**config.mk**
```make
export PLATFORM = sky130hd
export DESIGN_NAME = idc_decoder
export DESIGN_NICKNAME = d
export VERILOG_FILES = /design/src/hw/idc_pkg.sv /design/src/hw/idc_decoder.sv
export SDC_FILE = /design/constraint.sdc
export NUM_CORES = 1
export LEC_CHECK = 0
export ABC_AREA = 1
export BUFFER_PORTS_ARGS = -buffer_cell sky130_fd_sc_hd__buf_2
export CAP_MARGIN = 20
export CORE_MARGIN = 2
export CORE_UTILIZATION = 32
export CTS_CLUSTER_DIAMETER = 100
export DETAILED_ROUTE_END_ITERATION = 12
export HOLD_SLACK_MARGIN = 0.15
export SETUP_SLACK_MARGIN = 0.1
export SKIP_LAST_GASP = 1
export SLEW_MARGIN = 10
export SYNTH_ARGS = -nofsm -noshare
export SYNTH_HDL_FRONTEND = slang
export SYNTH_SLANG_ARGS = --single-unit
```
**constraint.sdc**
```tcl
create_clock -name hclk -period 6.3 [get_ports hclk]
set_clock_uncertainty 0.1 [all_clocks]
set_input_delay 0.945 -clock hclk [delete_from_list [all_inputs] [get_ports hclk]]
set_output_delay 0.945 -clock hclk [all_outputs]
set_load 0.05 [all_outputs]
```
**src/hw/idc_pkg.sv**
```systemverilog
// Constants shared by the instruction field decoder
package idc_pkg;
  // ****************************************
  // Register map (byte addresses)
  // ****************************************
  localparam logic [7:0] IDC_CTRL_OFS = 8'h00;
  localparam logic [7:0] IDC_STAT_OFS = 8'h04;
  localparam logic [7:0] IDC_CNT_OFS = 8'h08;
  localparam logic [31:0] IDC_CTRL_RST = 32'h00000000;
  localparam int CB_PE = 0;
  localparam int CB_VM = 1;
  localparam int CB_CPL = 2;
  localparam int CB_IO_PRIVILEGE_LEVEL = 4;
  localparam int CB_D32 = 6;
  localparam int CB_A32 = 7;
  localparam int CB_IF = 8;
  // ****************************************
  // Opcodes and group selectors
  // ****************************************
  localparam logic [7:0] OP_TWO = 8'h0F;
  localparam logic [2:0] G6_LLDT = 3'h2;
  localparam logic [2:0] G6_LTR = 3'h3;
  localparam logic [2:0] G6_STR = 3'h1;
  localparam logic [2:0] G6_VERIFY_READABLE = 3'h4;
  localparam logic [2:0] G6_VERIFY_WRITABLE = 3'h5;
  localparam logic [2:0] G7_LGDT = 3'h2;
  localparam logic [2:0] G7_LIDT = 3'h3;
  localparam logic [2:0] G7_STORE_MACHINE_STATUS = 3'h4;
  localparam logic [2:0] G7_LMSW = 3'h6;
  // ****************************************
  // Fault vectors, limits, clock counts
  // ****************************************
  localparam logic [7:0] VEC_UD = 8'h06;
  localparam logic [7:0] VEC_NP = 8'h0B;
  localparam logic [7:0] VEC_SS = 8'h0C;
  localparam logic [7:0] VEC_GP = 8'h0D;
  localparam logic [32:0] REAL_LIMIT = 33'h00000FFFF;
  localparam logic [5:0] MUL_MIN = 6'h03;
  localparam logic [5:0] MUL_RR = 6'h09;
  localparam logic [5:0] MUL_MR = 6'h0C;
  localparam logic [5:0] MUL_RI = 6'h0A;
  localparam logic [5:0] MUL_MI = 6'h0B;
  localparam logic [5:0] CLK_STR = 6'h02;
  localparam logic [5:0] CLK_STORE_MACHINE_STATUS = 6'h02;
  localparam logic [5:0] CLK_VERIFY_READABLE_R = 6'h0A;
  localparam logic [5:0] CLK_VERIFY_READABLE_M = 6'h0B;
  localparam logic [5:0] CLK_VERIFY_WRITABLE_R = 6'h0F;
  localparam logic [5:0] CLK_VERIFY_WRITABLE_M = 6'h10;
endpackage : idc_pkg

```
**src/hw/idc_decoder.sv**
```systemverilog
// Instruction field decoder with mode, fault and bus lock checks
`timescale 1ns/10ps
module idc_decoder (
  input wire logic hclk,
  input wire logic hresetn,
  input wire logic hsel,
  input wire logic [31:0] haddr,
  input wire logic [1:0] htrans,
  input wire logic hwrite,
  input wire logic [2:0] hsize,
  input wire logic [31:0] hwdata,
  input wire logic hready,
  output logic hreadyout,
  output logic hresp,
  output logic [31:0] hrdata,
  input wire logic insn_valid,
  output logic insn_ready,
  input wire logic [127:0] insn_bytes,
  input wire logic [31:0] mul_operand,
  input wire logic dec_ready,
  output logic dec_valid,
  output logic [7:0] dec_opcode,
  output logic dec_two_byte,
  output logic [3:0] dec_len,
  output logic dec_has_modrm,
  output logic dec_has_sib,
  output logic [1:0] dec_mod,
  output logic [2:0] dec_reg,
  output logic [2:0] dec_rm,
  output logic [1:0] dec_scale,
  output logic [2:0] dec_index,
  output logic [2:0] dec_base,
  output logic [31:0] dec_disp,
  output logic [31:0] dec_imm,
  output logic dec_w,
  output logic dec_d,
  output logic dec_s,
  output logic [1:0] dec_four_segment_selector,
  output logic [2:0] dec_six_segment_selector,
  output logic [3:0] dec_cond,
  output logic [2:0] dec_op_bytes,
  output logic [5:0] dec_clocks,
  output logic dec_fault,
  output logic [7:0] dec_vector,
  input wire logic chk_valid,
  input wire logic chk_mem,
  input wire logic [31:0] chk_offset,
  input wire logic [2:0] chk_bytes,
  input wire logic chk_stack,
  input wire logic chk_limit_fail,
  input wire logic chk_rights_fail,
  input wire logic chk_start_fail,
  input wire logic chk_seg_load,
  input wire logic chk_priv_ok,
  input wire logic chk_present,
  input wire logic chk_far_fail,
  output logic chk_done,
  output logic chk_fault,
  output logic [7:0] chk_vector,
  output logic zf_clear,
  input wire logic flag_restore_valid,
  input wire logic restore_if,
  input wire logic [1:0] restore_io_privilege_level,
  input wire logic restore_vm,
  input wire logic msw_load_valid,
  input wire logic msw_pe,
  input wire logic cr0_write_valid,
  input wire logic cr0_pe,
  input wire logic desc_access,
  input wire logic instr_done,
  output logic bus_lock
);
  import idc_pkg::*;

  // ****************************************
  // Helpers
  // ****************************************
  function automatic logic [7:0] byte_at(input logic [127:0] b, input logic [4:0] i);
    logic [127:0] t;
    t = b >> {i, 3'b000};
    return t[7:0];
  endfunction : byte_at

  function automatic logic [31:0] word_at(input logic [127:0] b, input logic [4:0] i);
    logic [127:0] t;
    t = b >> {i, 3'b000};
    return t[31:0];
  endfunction : word_at

  function automatic logic [31:0] sext(input logic [31:0] v, input logic [2:0] n);
    if (n == 3'd1) return {{24{v[7]}}, v[7:0]};
    else if (n == 3'd2) return {{16{v[15]}}, v[15:0]};
    else if (n == 3'd4) return v;
    else return 32'h00000000;
  endfunction : sext

  // Ceiling of log2 of the magnitude
  function automatic logic [5:0] clog_mag(input logic [31:0] m);
    logic [32:0] a;
    logic [5:0] r;
    a = m[31] ? {1'b0, ~m} + 33'h1 : {1'b0, m};
    r = 6'h00;
    for (int k = 0; k < 33; k++) begin
      if ((33'h1 << k) < a) r = 6'(k + 1);
    end
    return r;
  endfunction : clog_mag

  function automatic logic has_modrm(input logic two, input logic [7:0] o);
    if (two) begin
      case (o) inside
        [8'h00:8'h03], [8'h20:8'h23], [8'h90:8'h9F], 8'hA3, 8'hA4, 8'hA5, 8'hAB,
        8'hAC, 8'hAD, 8'hAF, [8'hB2:8'hB7], [8'hBA:8'hBF]: return 1'b1;
        default: return 1'b0;
      endcase
    end
    if (o < 8'h40) return ~o[2];
    case (o) inside
      8'h62, 8'h63, 8'h69, 8'h6B, [8'h80:8'h8F], 8'hC0, 8'hC1, [8'hC4:8'hC7],
      [8'hD0:8'hD3], [8'hD8:8'hDF], 8'hF6, 8'hF7, 8'hFE, 8'hFF: return 1'b1;
      default: return 1'b0;
    endcase
  endfunction : has_modrm

  function automatic logic [2:0] imm_size(input logic two, input logic [7:0] o,
                                          input logic [2:0] r, input logic [2:0] v);
    if (two) begin
      case (o) inside
        [8'h80:8'h8F]: return v;
        8'hA4, 8'hAC, 8'hBA: return 3'd1;
        default: return 3'd0;
      endcase
    end
    if (o < 8'h40 && o[2:1] == 2'b10) return o[0] ? v : 3'd1;
    case (o) inside
      8'h68, 8'h69, 8'h81, 8'hC7, 8'hE8, 8'hE9, 8'hA9, [8'hB8:8'hBF]: return v;
      8'h6A, 8'h6B, 8'h80, 8'h83, 8'hC0, 8'hC1, 8'hC6, 8'hCD, 8'hEB, 8'hA8,
      [8'hB0:8'hB7], [8'hE4:8'hE7], [8'h70:8'h7F]: return 3'd1;
      8'hC2, 8'hCA: return 3'd2;
      8'hF6: return (r == 3'd0) ? 3'd1 : 3'd0;
      8'hF7: return (r == 3'd0) ? v : 3'd0;
      default: return 3'd0;
    endcase
  endfunction : imm_size

  // ****************************************
  // Control state
  // ****************************************
  logic [31:0] ctrl_q;
  logic [31:0] cnt_q;
  logic [7:0] last_vec_q;
  logic pe, vm, d32, a32;
  logic [1:0] current_privilege_level, io_privilege_level;
  assign pe = ctrl_q[CB_PE];
  assign vm = ctrl_q[CB_VM];
  assign current_privilege_level = ctrl_q[CB_CPL +: 2];
  assign io_privilege_level = ctrl_q[CB_IO_PRIVILEGE_LEVEL +: 2];
  assign d32 = ctrl_q[CB_D32];
  assign a32 = ctrl_q[CB_A32];

  // ****************************************
  // Bus slave, zero wait states
  // ****************************************
  logic wr_q;
  logic [7:0] adr_q;
  logic aphase;
  assign aphase = hsel & hready & htrans[1];
  assign hreadyout = 1'b1;
  assign hresp = 1'b0;

  always_ff @(posedge hclk or negedge hresetn) begin
    if (!hresetn) begin
      wr_q <= 1'b0;
      adr_q <= 8'h00;
    end else begin
      wr_q <= aphase & hwrite;
      if (aphase) adr_q <= haddr[7:0];
    end
  end

  always_ff @(posedge hclk or negedge hresetn) begin
    if (!hresetn) begin
      hrdata <= 32'h00000000;
    end else if (aphase && !hwrite) begin
      case (haddr[7:0])
        IDC_CTRL_OFS: hrdata <= ctrl_q;
        IDC_STAT_OFS: hrdata <= {24'h000000, last_vec_q};
        IDC_CNT_OFS: hrdata <= cnt_q;
        default: hrdata <= 32'h00000000;
      endcase
    end
  end

  // Hardware updates land after the software write so they win
  always_ff @(posedge hclk or negedge hresetn) begin
    if (!hresetn) begin
      ctrl_q <= IDC_CTRL_RST;
    end else begin
      if (wr_q && adr_q == IDC_CTRL_OFS) ctrl_q <= {23'h000000, hwdata[8:0]};
      if (flag_restore_valid) begin
        if (current_privilege_level <= io_privilege_level) ctrl_q[CB_IF] <= restore_if;
        if (current_privilege_level == 2'd0) begin
          ctrl_q[CB_IO_PRIVILEGE_LEVEL +: 2] <= restore_io_privilege_level;
          ctrl_q[CB_VM] <= restore_vm;
        end
      end
      if (msw_load_valid) ctrl_q[CB_PE] <= pe | msw_pe;
      if (cr0_write_valid) ctrl_q[CB_PE] <= cr0_pe;
    end
  end

  // ****************************************
  // Field parse
  // ****************************************
  logic two, mrm_en, sib_en, mem;
  logic [7:0] opc, mrm, sib;
  logic [4:0] p_op, p_sib, p_disp, p_imm;
  logic [2:0] dsz, isz, vsz;
  logic [4:0] len;

  always_comb begin
    two = byte_at(insn_bytes, 5'd0) == OP_TWO;
    p_op = two ? 5'd2 : 5'd1;
    opc = byte_at(insn_bytes, p_op - 5'd1);
    mrm_en = has_modrm(two, opc);
    mrm = mrm_en ? byte_at(insn_bytes, p_op) : 8'h00;
    p_sib = p_op + {4'h0, mrm_en};
    mem = mrm_en & (mrm[7:6] != 2'b11);
    sib_en = mem & a32 & (mrm[2:0] == 3'b100);
    sib = sib_en ? byte_at(insn_bytes, p_sib) : 8'h00;
    p_disp = p_sib + {4'h0, sib_en};
    if (!mem) dsz = 3'd0;
    else if (mrm[7:6] == 2'b01) dsz = 3'd1;
    else if (a32) dsz = (mrm[7:6] == 2'b10 || (!sib_en && mrm[2:0] == 3'b101) ||
                         (sib_en && sib[2:0] == 3'b101)) ? 3'd4 : 3'd0;
    else dsz = (mrm[7:6] == 2'b10 || mrm[2:0] == 3'b110) ? 3'd2 : 3'd0;
    vsz = d32 ? 3'd4 : 3'd2;
    isz = imm_size(two, opc, mrm[5:3], vsz);
    p_imm = p_disp + {2'b00, dsz};
    len = p_imm + {2'b00, isz};
  end

  // ****************************************
  // Instruction classes and decode faults
  // ****************************************
  logic g6, g7, prot_only, privd, io_sens, sel_chk, desc_lk, xchg_lk, coprocessor_escape;
  logic [5:0] clk_d, mbase;
  logic fault_d;
  logic [7:0] vec_d;
  logic [5:0] mlog;

  always_comb begin
    g6 = two & (opc == 8'h00);
    g7 = two & (opc == 8'h01);
    prot_only = g6 | (two & (opc == 8'h02 || opc == 8'h03)) | (!two & opc == 8'h63);
    privd = (g7 & (mrm[5:3] == G7_LGDT || mrm[5:3] == G7_LIDT || mrm[5:3] == G7_LMSW))
          | (g6 & (mrm[5:3] == G6_LLDT || mrm[5:3] == G6_LTR));
    io_sens = !two & (opc inside {[8'hE4:8'hE7], [8'hEC:8'hEF], 8'hFA, 8'hFB});
    sel_chk = (g6 & (mrm[5:3] == G6_VERIFY_READABLE || mrm[5:3] == G6_VERIFY_WRITABLE))
            | (two & (opc == 8'h02 || opc == 8'h03));
    desc_lk = sel_chk | (g6 & (mrm[5:3] == G6_LLDT || mrm[5:3] == G6_LTR));
    xchg_lk = !two & (opc == 8'h86 || opc == 8'h87) & mem;
    coprocessor_escape = !two & (opc inside {[8'hD8:8'hDF]});
    mlog = clog_mag(mul_operand);
    if (mlog < MUL_MIN) mlog = MUL_MIN;
    mbase = 6'h00;
    if (!two && (opc == 8'hF6 || opc == 8'hF7) && mrm[5:4] == 2'b10)
      mbase = mem ? MUL_MR : MUL_RR;
    else if (!two && (opc == 8'h69 || opc == 8'h6B)) mbase = mem ? MUL_MI : MUL_RI;
    else if (two && opc == 8'hAF) mbase = mem ? MUL_MR : MUL_RR;
    if (mbase != 6'h00) clk_d = mlog + mbase;
    else if (g6 && mrm[5:3] == G6_STR) clk_d = CLK_STR;
    else if (g6 && mrm[5:3] == G6_VERIFY_READABLE) clk_d = mem ? CLK_VERIFY_READABLE_M : CLK_VERIFY_READABLE_R;
    else if (g6 && mrm[5:3] == G6_VERIFY_WRITABLE) clk_d = mem ? CLK_VERIFY_WRITABLE_M : CLK_VERIFY_WRITABLE_R;
    else if (g7 && mrm[5:3] == G7_STORE_MACHINE_STATUS) clk_d = CLK_STORE_MACHINE_STATUS;
    else clk_d = 6'h00;
    fault_d = 1'b1;
    vec_d = 8'h00;
    if (prot_only && !pe) vec_d = VEC_UD;
    else if (pe && privd && current_privilege_level != 2'd0) vec_d = VEC_GP;
    else if (pe && io_sens && current_privilege_level > io_privilege_level) vec_d = VEC_GP;
    else fault_d = 1'b0;
  end

  // ****************************************
  // Decode output stage
  // ****************************************
  logic accept;
  logic sel_chk_q, desc_lk_q, xchg_lk_q, esc_q;
  assign insn_ready = dec_ready | ~dec_valid;
  assign accept = insn_valid & insn_ready;

  always_ff @(posedge hclk or negedge hresetn) begin
    if (!hresetn) dec_valid <= 1'b0;
    else if (accept) dec_valid <= 1'b1;
    else if (dec_ready) dec_valid <= 1'b0;
  end

  always_ff @(posedge hclk or negedge hresetn) begin
    if (!hresetn) begin
      {dec_opcode, dec_two_byte, dec_len, dec_has_modrm, dec_has_sib} <= '0;
      {dec_mod, dec_reg, dec_rm, dec_scale, dec_index, dec_base} <= '0;
      {dec_disp, dec_imm, dec_w, dec_d, dec_s, dec_cond, dec_op_bytes} <= '0;
      {dec_four_segment_selector, dec_six_segment_selector} <= '0;
      {dec_clocks, dec_fault, dec_vector} <= '0;
      {sel_chk_q, desc_lk_q, xchg_lk_q, esc_q} <= '0;
    end else if (accept) begin
      dec_opcode <= opc;
      dec_two_byte <= two;
      dec_len <= len[3:0];
      dec_has_modrm <= mrm_en;
      dec_has_sib <= sib_en;
      dec_mod <= mrm[7:6];
      dec_reg <= mrm[5:3];
      dec_rm <= mrm[2:0];
      dec_scale <= sib[7:6];
      dec_index <= sib[5:3];
      dec_base <= sib[2:0];
      dec_disp <= sext(word_at(insn_bytes, p_disp), dsz);
      dec_imm <= sext(word_at(insn_bytes, p_imm), isz);
      dec_w <= opc[0];
      dec_d <= opc[1];
      dec_s <= opc[1];
      dec_cond <= opc[3:0];
      dec_four_segment_selector <= opc[4:3];
      dec_six_segment_selector <= mrm[5:3];
      dec_op_bytes <= opc[0] ? vsz : 3'd1;
      dec_clocks <= clk_d;
      dec_fault <= fault_d;
      dec_vector <= vec_d;
      sel_chk_q <= sel_chk;
      desc_lk_q <= desc_lk;
      xchg_lk_q <= xchg_lk;
      esc_q <= coprocessor_escape;
    end
  end

  always_ff @(posedge hclk or negedge hresetn) begin
    if (!hresetn) cnt_q <= 32'h00000000;
    else if (accept) cnt_q <= cnt_q + 32'h1;
  end

  // Lock held to instruction end for exchange with a memory operand; tracks each descriptor access of selector checks, LLDT and LTR
  always_ff @(posedge hclk or negedge hresetn) begin
    if (!hresetn) bus_lock <= 1'b0;
    else if (accept) bus_lock <= xchg_lk;
    else bus_lock <= (xchg_lk_q & bus_lock & ~instr_done) | (desc_lk_q & desc_access);
  end

  // ****************************************
  // Operand checks
  // ****************************************
  logic [32:0] last_b;
  logic c_f, c_zf;
  logic [7:0] c_v;

  always_comb begin
    last_b = {1'b0, chk_offset} + {30'h0, chk_bytes} - 33'h1;
    c_f = 1'b1;
    c_zf = 1'b0;
    c_v = 8'h00;
    if (!pe) begin
      if (chk_mem && chk_stack && esc_q && {1'b0, chk_offset} > REAL_LIMIT) c_v = VEC_SS;
      else if (chk_mem && chk_stack && !esc_q && last_b > REAL_LIMIT) c_v = VEC_SS;
      else if (chk_mem && !chk_stack && last_b > REAL_LIMIT) c_v = VEC_GP;
      else c_f = 1'b0;
    end else if (chk_far_fail) c_v = VEC_GP;
    else if (chk_seg_load && !chk_priv_ok) begin
      if (sel_chk_q) begin
        c_f = 1'b0;
        c_zf = 1'b1;
      end else c_v = VEC_GP;
    end else if (chk_seg_load && !chk_present) c_v = chk_stack ? VEC_SS : VEC_NP;
    else if (chk_mem && esc_q && (chk_limit_fail || chk_rights_fail || chk_start_fail))
      c_v = (chk_stack && chk_start_fail) ? VEC_SS : VEC_GP;
    else if (chk_mem && (chk_limit_fail || chk_rights_fail))
      c_v = (chk_stack && chk_limit_fail) ? VEC_SS : VEC_GP;
    else c_f = 1'b0;
  end

  always_ff @(posedge hclk or negedge hresetn) begin
    if (!hresetn) begin
      {chk_done, chk_fault, chk_vector, zf_clear} <= '0;
    end else begin
      chk_done <= chk_valid;
      chk_fault <= chk_valid & c_f;
      chk_vector <= chk_valid ? c_v : 8'h00;
      zf_clear <= chk_valid & c_zf;
    end
  end

  always_ff @(posedge hclk or negedge hresetn) begin
    if (!hresetn) last_vec_q <= 8'h00;
    else if (chk_valid && c_f) last_vec_q <= c_v;
    else if (accept && fault_d) last_vec_q <= vec_d;
  end
endmodule : idc_decoder

```
==> results of run 1 <==
-- logic make-up (layout without fill, tap and decap cells) --
group	Yosys count	count (layout)
and+or+nand+nor	1431	1431
AOI/OAI and AO/OA	1051	1051
buffers and inverters	681	1276
DFF	207	207
adders and majority gates	72	72
xor gates and xnor gates	53	53
muxes	12	12
other	2	17
-- critical path: cells and delay by family --
kind                       cells  cell delay, ns
adders and majority gates      2            0.48
buffers and inverters         15            1.73
xor gates and xnor gates       1            0.31
and+or+nand+nor               15            1.85
AOI/OAI and AO/OA              7            1.06
-- flip-flops by register name (all words and copies together) (netlist names), 2 cells and up --
name / flops
chk_vector: 4
dec_imm: 32
dec_base: 3
dec_rm: 3
dec_clocks: 6
dec_six_segment_selector: 3
dec_index: 3
dec_op_bytes: 3
adr_q: 8
dec_opcode: 8
cnt_q: 32
dec_mod: 2
ctrl_q: 9
last_vec_q: 4
dec_disp: 32
dec_vector: 3
dec_scale: 2
hrdata: 32
dec_len: 4
-- where the power goes --
group / total, mW / switching (mW) / internal, mW / leakage (nW)
logic: 2.92 / 1.96 / 0.962 / 11.3
clock network: 1.53 / 0.644 / 0.881 / 0.423
registers: 1.60 / 0.110 / 1.49 / 2.60
total: 6.04 / 2.71 / 3.33 / 14.4
-- layer usage --
layer	GRT usage, %	share of wire, %
met3	4.61	8.3
met4	10.4	4.0
met2	41.2	43
met1	37.1	45
met5	0	0.017
-- Yosys cell counts, types with 20 or more instances --
cell type  instances
nand2_1          826
o21ai_0          596
inv_1            439
nor2_1           294
dfrtp_1          207
clkbuf_1         167
a21oi_1          150
nand3_1          134
ha_1              68
o211ai_1          65
nand4_1           52
nor3_1            50
xor2_1            50
o21ai_1           47
a211oi_1          39
o22ai_1           34
buf_4             27
a31oi_1           20
-- cell type report --
type	instances	area [sq um]	share of cell area, %
antenna	7	17.5	0.0624
clock buffer	38	757	2.70
clock inverter	10	104	0.370
inverter	458	1770	6.30
multi-input combinational	2629	14000	50.1
sequential	207	5180	18.5
tap	864	1080	3.85
timing repair buffer	770	5110	18.2
-- repair_timing --
action,CTS,global route
setup buffers,1,18
setup endpoints to repair,7,52
gates cloned,0,3
pin swaps,1,19
resized for setup,0,91
-- stage by stage --
stage / instance area (sq um) / hold WS (ns)
after global placement: 26700 / 0.356
after detailed placement: 26700 / 0.362
after global routing: 28100 / 0.241
after floorplan: 21900 / 0.342
final: 28100 / 0.199
after CTS: 27600 / 0.206
-- final timing paths --
path	from	to	slack, ns	cells past startpoint
setup / recovery	insn_bytes[0]	dec_imm[21]	0.32	40
hold / removal	hresetn	dec_imm[21]	0.20	1
setup reg to reg	dec_valid	cnt_q[30]	2.36	16
hold reg to reg	dec_disp[0]	dec_disp[0]	0.37	2
max in group asynchronous	hresetn	adr_q[2]	4.68	2
min in group hclk	dec_disp[0]	dec_disp[0]	0.37	2
==> flow_summary_export.csv, run 1 <==
group,metric,value,unit
status,status,"finished clean",
floorplanning,core,0.0661,sq mm
logic_synthesis,syn_area,0.0214,sq mm
logic_synthesis,ys_seq_area_share,24.2,%
final_layout,nFillCells,7146,
final_layout,mostFrequentLayoutCell,"nand2_1",
logic_synthesis,synth_xor_xnor_area_share,2.16,%
flow_run,cap_violations,0,
logic_synthesis,synth_top_cell_by_area,"dfrtp_1",
timing,hold_viol,0,
timing,min_period,5.98,ns
cts,clockBufferDepth,3,
cts,cts_root_buffer,"clkbuf_16",
floorplanning,start_util,32.4,%
worst_setup_path,cpMostUsedCell,"nand3_2",
worst_setup_path,critical_path_class,"input port to flop",
cts,htreeDepth,1,
worst_setup_path,worst_path_largest_cell_delay,0.31,ns
power,p_leak,14.4,nW
timing,setup_slack,0.319,ns
logic_synthesis,synth_flop_cell,"dfrtp_1",
timing,final-max-slew-violation-count,0,
logic_synthesis,syn_avg_cell_area,6.11,sq um
grt,grt_antenna_before_repair,9,
grt,grt_pass1_wl,144,mm
timing,setup_viol,0,
logic_synthesis,synth_edf_count,0,
worst_setup_path,critical_path_required,6.73,ns
detailed_routing,ant_nets,0,
final_layout,fin_util,42.5,%
timing,slew_headroom,40.6,%
logic_synthesis,synth_area_leaders,"dfrtp_1 (24%), nand2_1 (14%), o21ai_0 (14%)",
timing,finalSetupTns,0,ns
floorplanning,die_area,0.0691,sq mm
cts,clock_latency,0.58,ns
power,power_density,215,mW/mm^2
logic_synthesis,synth_mux_area_share,0.595,%
timing,clock.fmax,167,MHz
worst_setup_path,crit_fanout,6,
floorplanning,rows,94,
cts,cts_tree,"done",
detailed_routing,routedWlPerCell,19.3,um
worst_setup_path,critPathArrivalTime,6.41,ns
place,dp.cells,4906,
detailed_routing,drt-initial-drc-count,2869,
grt,grt_max_degree,161,
cts,numCtsBuffers,27,
cts,clock-sinks,207,
worst_setup_path,cp-end-kind,"flop",
detailed_routing,via_per_inst,5.26,
logic_synthesis,synth_cell_types,72,
logic_synthesis,synthCells,3509,
grt,grt_pass1_vias,24300,
detailed_routing,drt-pass1-iter-count,6,
timing,final.period_utilization,94.9,%
logic_synthesis,ys.warnings.count,0,
final_layout,final_cell_mix,"nand2_1 (814), o21ai_0 (582), inv_1 (429)",
floorplanning,chipWidth,263,um
place,dp_slack,-0.561,ns
grt,gr-total-overflow,0,
final_layout,instances_no_fill,4983,
logic_synthesis,synth-simple-area-share,28.1,%
final_layout,nNetsFinal,4457,
power,vdd_drop_max,0.208,mV
logic_synthesis,yosysTopAreaCellShare,24.2,%
min_path,hold_path.class,"input port to asynchronous set/reset pin",
cts,hold_buffers,0,
place,dp_hpwl,77.3,mm
logic_synthesis,synth_top_family_by_area,"simple AND/OR/NAND/NOR gates",
logic_synthesis,synth_fa_ha_area_share,4.34,%
logic_synthesis,synth_compound_area_share,28.0,%
place,globalplace.congestion,0.990,
cts,cts.clk_slew.worst_paths,0.06,ns
final_layout,area_delta_synth_final,30.8,%
detailed_routing,routed_wl,96.1,mm
floorplanning,die_h,263,um
place,port-buffer-count,403,
timing,rsz0062_at_grt,"yes",
logic_synthesis,synth-seq-cells,207,
logic_synthesis,ys_async_sr_fraction,100,%
grt,grt_use_total,26.7,%
floorplanning,io_pins,465,
detailed_routing,drc,0,
timing,worstMarginPinSlew,0.886,ns
final_layout,layout-drive-gt1-share,23.4,%
worst_setup_path,cp_slowest_cell,"xnor2_4",
power,power.total,6.04,mW
detailed_routing,vias,26200,
worst_setup_path,critPathLaunchType,"input port",
Power figures use the tool's default switching activity.
==> inputs of run 2 (changes only) <==
--- a/config.mk
+++ b/config.mk
@@ -8,6 +8,7 @@
 export ABC_AREA = 1
 export BUFFER_PORTS_ARGS = -buffer_cell sky130_fd_sc_hd__buf_2
 export CAP_MARGIN = 20
+export CORE_ASPECT_RATIO = 1.4
 export CORE_MARGIN = 2
 export CORE_UTILIZATION = 32
 export CTS_CLUSTER_DIAMETER = 100
==> run 2 against run 1 <==
Effect of this change: fmax shrank 0.15%; first-iteration DRC count down 12%; core utilization down 0.27 points; sequential power is essentially flat; via count grew 1.5%; worst setup slack worse by 0.0091 ns; wire length grew 9.6%; register-to-register slack better by 0.06 ns; total power up 2.6%; critical path depth down 8.
==> flow_summary_export.csv, run 2 (synthesized netlist as in run 1, its figures left out) <==
group,metric,value,unit
detailed_routing,drt-pass1-iter-count,8,
cts,cts_root_buffer,"clkbuf_16",
floorplanning,start_util,32.2,%
grt,grt_pass1_vias,25100,
timing,clock.fmax,167,MHz
detailed_routing,vias,26600,
grt,grt_antenna_before_repair,9,
worst_setup_path,cp_slowest_cell,"fa_4",
floorplanning,rows,112,
cts,clock_latency,0.56,ns
final_layout,area_delta_synth_final,30.9,%
floorplanning,die_h,310,um
final_layout,mostFrequentLayoutCell,"nand2_1",
worst_setup_path,crit_fanout,21,
status,status,"finished clean",
timing,rsz0062_at_grt,"no",
cts,hold_buffers,0,
flow_run,cap_violations,0,
worst_setup_path,critical_path_required,6.70,ns
floorplanning,core,0.0666,sq mm
worst_setup_path,critPathLaunch,"insn_bytes[0]",
timing,final-max-slew-violation-count,0,
detailed_routing,routedWlPerCell,21.2,um
worst_setup_path,worst_path_largest_cell_delay,0.89,ns
power,p_leak,14.4,nW
detailed_routing,drt-initial-drc-count,2528,
floorplanning,io_pins,465,
cts,clock-sinks,207,
timing,worstMarginPinSlew,1.04,ns
power,vdd_drop_max,0.238,mV
timing,min_period,5.99,ns
detailed_routing,ant_nets,0,
timing,slew_headroom,30.2,%
worst_setup_path,cp-end-kind,"flop",
worst_setup_path,critPathLaunchType,"input port",
worst_setup_path,cpMostUsedCell,"ha_4",
worst_setup_path,rr_startpoint,"ctrl_q[7]",
final_layout,final_cell_area,0.0281,sq mm
cts,numCtsBuffers,26,
final_layout,final_cell_mix,"nand2_1 (816), o21ai_0 (582), inv_1 (431)",
detailed_routing,drc,0,
grt,grt_pass1_wl,153,mm
timing,finalSetupTns,0,ns
detailed_routing,via_per_inst,5.34,
timing,hold_viol,0,
power,power_density,221,mW/mm^2
timing,final.period_utilization,95.1,%
grt,grt_max_degree,159,
final_layout,layout-drive-gt1-share,23.5,%
timing,setup_viol,0,
place,placed_area,0.0266,sq mm
detailed_routing,routed_wl,105,mm
worst_setup_path,critPathArrivalTime,6.39,ns
cts,clockBufferDepth,3,
final_layout,nNetsFinal,4462,
cts,cts.clk_slew.worst_paths,0.05,ns
cts,cts_tree,"done",
cts,htreeDepth,1,
place,dp_hpwl,85.0,mm
place,port-buffer-count,403,
grt,grt_use_total,29.4,%
floorplanning,die_area,0.0691,sq mm
grt,gr-total-overflow,0,
worst_setup_path,critical_path_class,"input port to flop",
place,globalplace.congestion,1.10,
min_path,hold_path.class,"input port to asynchronous set/reset pin",
floorplanning,chipWidth,223,um
[run 2: cell count changes in the layout (fill, tap and decap cells not counted), sizes merged]
cell / previous run / this run
buf: 769 / 773
bufinv: 1 / 4
clkbuf: 39 / 34
clkinv: 14 / 12
clkinvlp: 2 / 3
diode: 7 / 6
inv: 451 / 454
nand2: 840 / 841
[run 2: routing by layer]
layer | vias up | part of all wire [%] | track usage (%)
met5 | - | 0.032 | 0
met4 | 6 | 8.2 | 20.6
met3 | 293 | 7.0 | 4.28
met2 | 1104 | 47 | 50.8
met1 | 12200 | 38 | 33.4
li1 | 12900 | - | -
[run 2: area by class of cell]
cell class                 instances  area (sq um)
timing repair buffer             775          5080
sequential                       207          5180
antenna                            6          15.0
multi-input combinational       2630         14100
clock buffer                      32           713
clock inverter                    15           205
inverter                         458          1760
tap                              855          1070
fill                            7308         38500
[run 2: path summary, 6_finish.rpt]
| kind | to | slack, ns | depth (start not counted) |
|---|---|---|---|
| max | dec_imm[10] | 0.31 | 32 |
| min in group hclk | hrdata[17] | 0.37 | 2 |
| max in group asynchronous | zf_clear | 4.69 | 2 |
| max reg2reg | dec_imm[10] | 2.42 | 18 |
| min reg2reg | hrdata[17] | 0.37 | 2 |
| min | dec_imm[27] | 0.20 | 1 |
[run 2: repair_timing]
item	4_1_cts	5_1_grt
gates cloned	0	2
pin swaps	0	26
buffers inserted	0	22
resized for setup	3	85
setup endpoints to repair	21	59
[run 2: power breakdown]
| group | internal (mW) | switching, mW | total [mW] | leakage (nW) |
|---|---|---|---|---|
| clock network | 0.972 | 0.635 | 1.61 | 0.445 |
| logic | 0.975 | 2.02 | 2.99 | 11.3 |
| registers | 1.49 | 0.109 | 1.60 | 2.60 |
| total | 3.44 | 2.76 | 6.20 | 14.4 |
[run 2: stage by stage]
| stage | instances | worst slack (ns) | hold slack (ns) | utilization [%] | power, mW |
|---|---|---|---|---|---|
| floorplan | 3517 | 0.0699 | 0.342 | - | 3.33 |
| global placement | 4900 | -0.406 | 0.355 | 40.0 | 4.52 |
| detailed placement | 4900 | -0.568 | 0.361 | 40.0 | 4.52 |
| CTS | 4947 | 0.203 | 0.214 | 41.4 | 6.16 |
| global route | 4973 | 0.0769 | 0.226 | 42.2 | 6.54 |
| finish | 4978 | 0.310 | 0.204 | 42.2 | 6.20 |
[run 2: critical path, delay by kind of cell]
family / cells / cell delay (ns)
buf+inv: 12 / 1.34
compound gates: 6 / 1.14
simple gates: 10 / 1.29
fa+ha+maj: 4 / 1.64
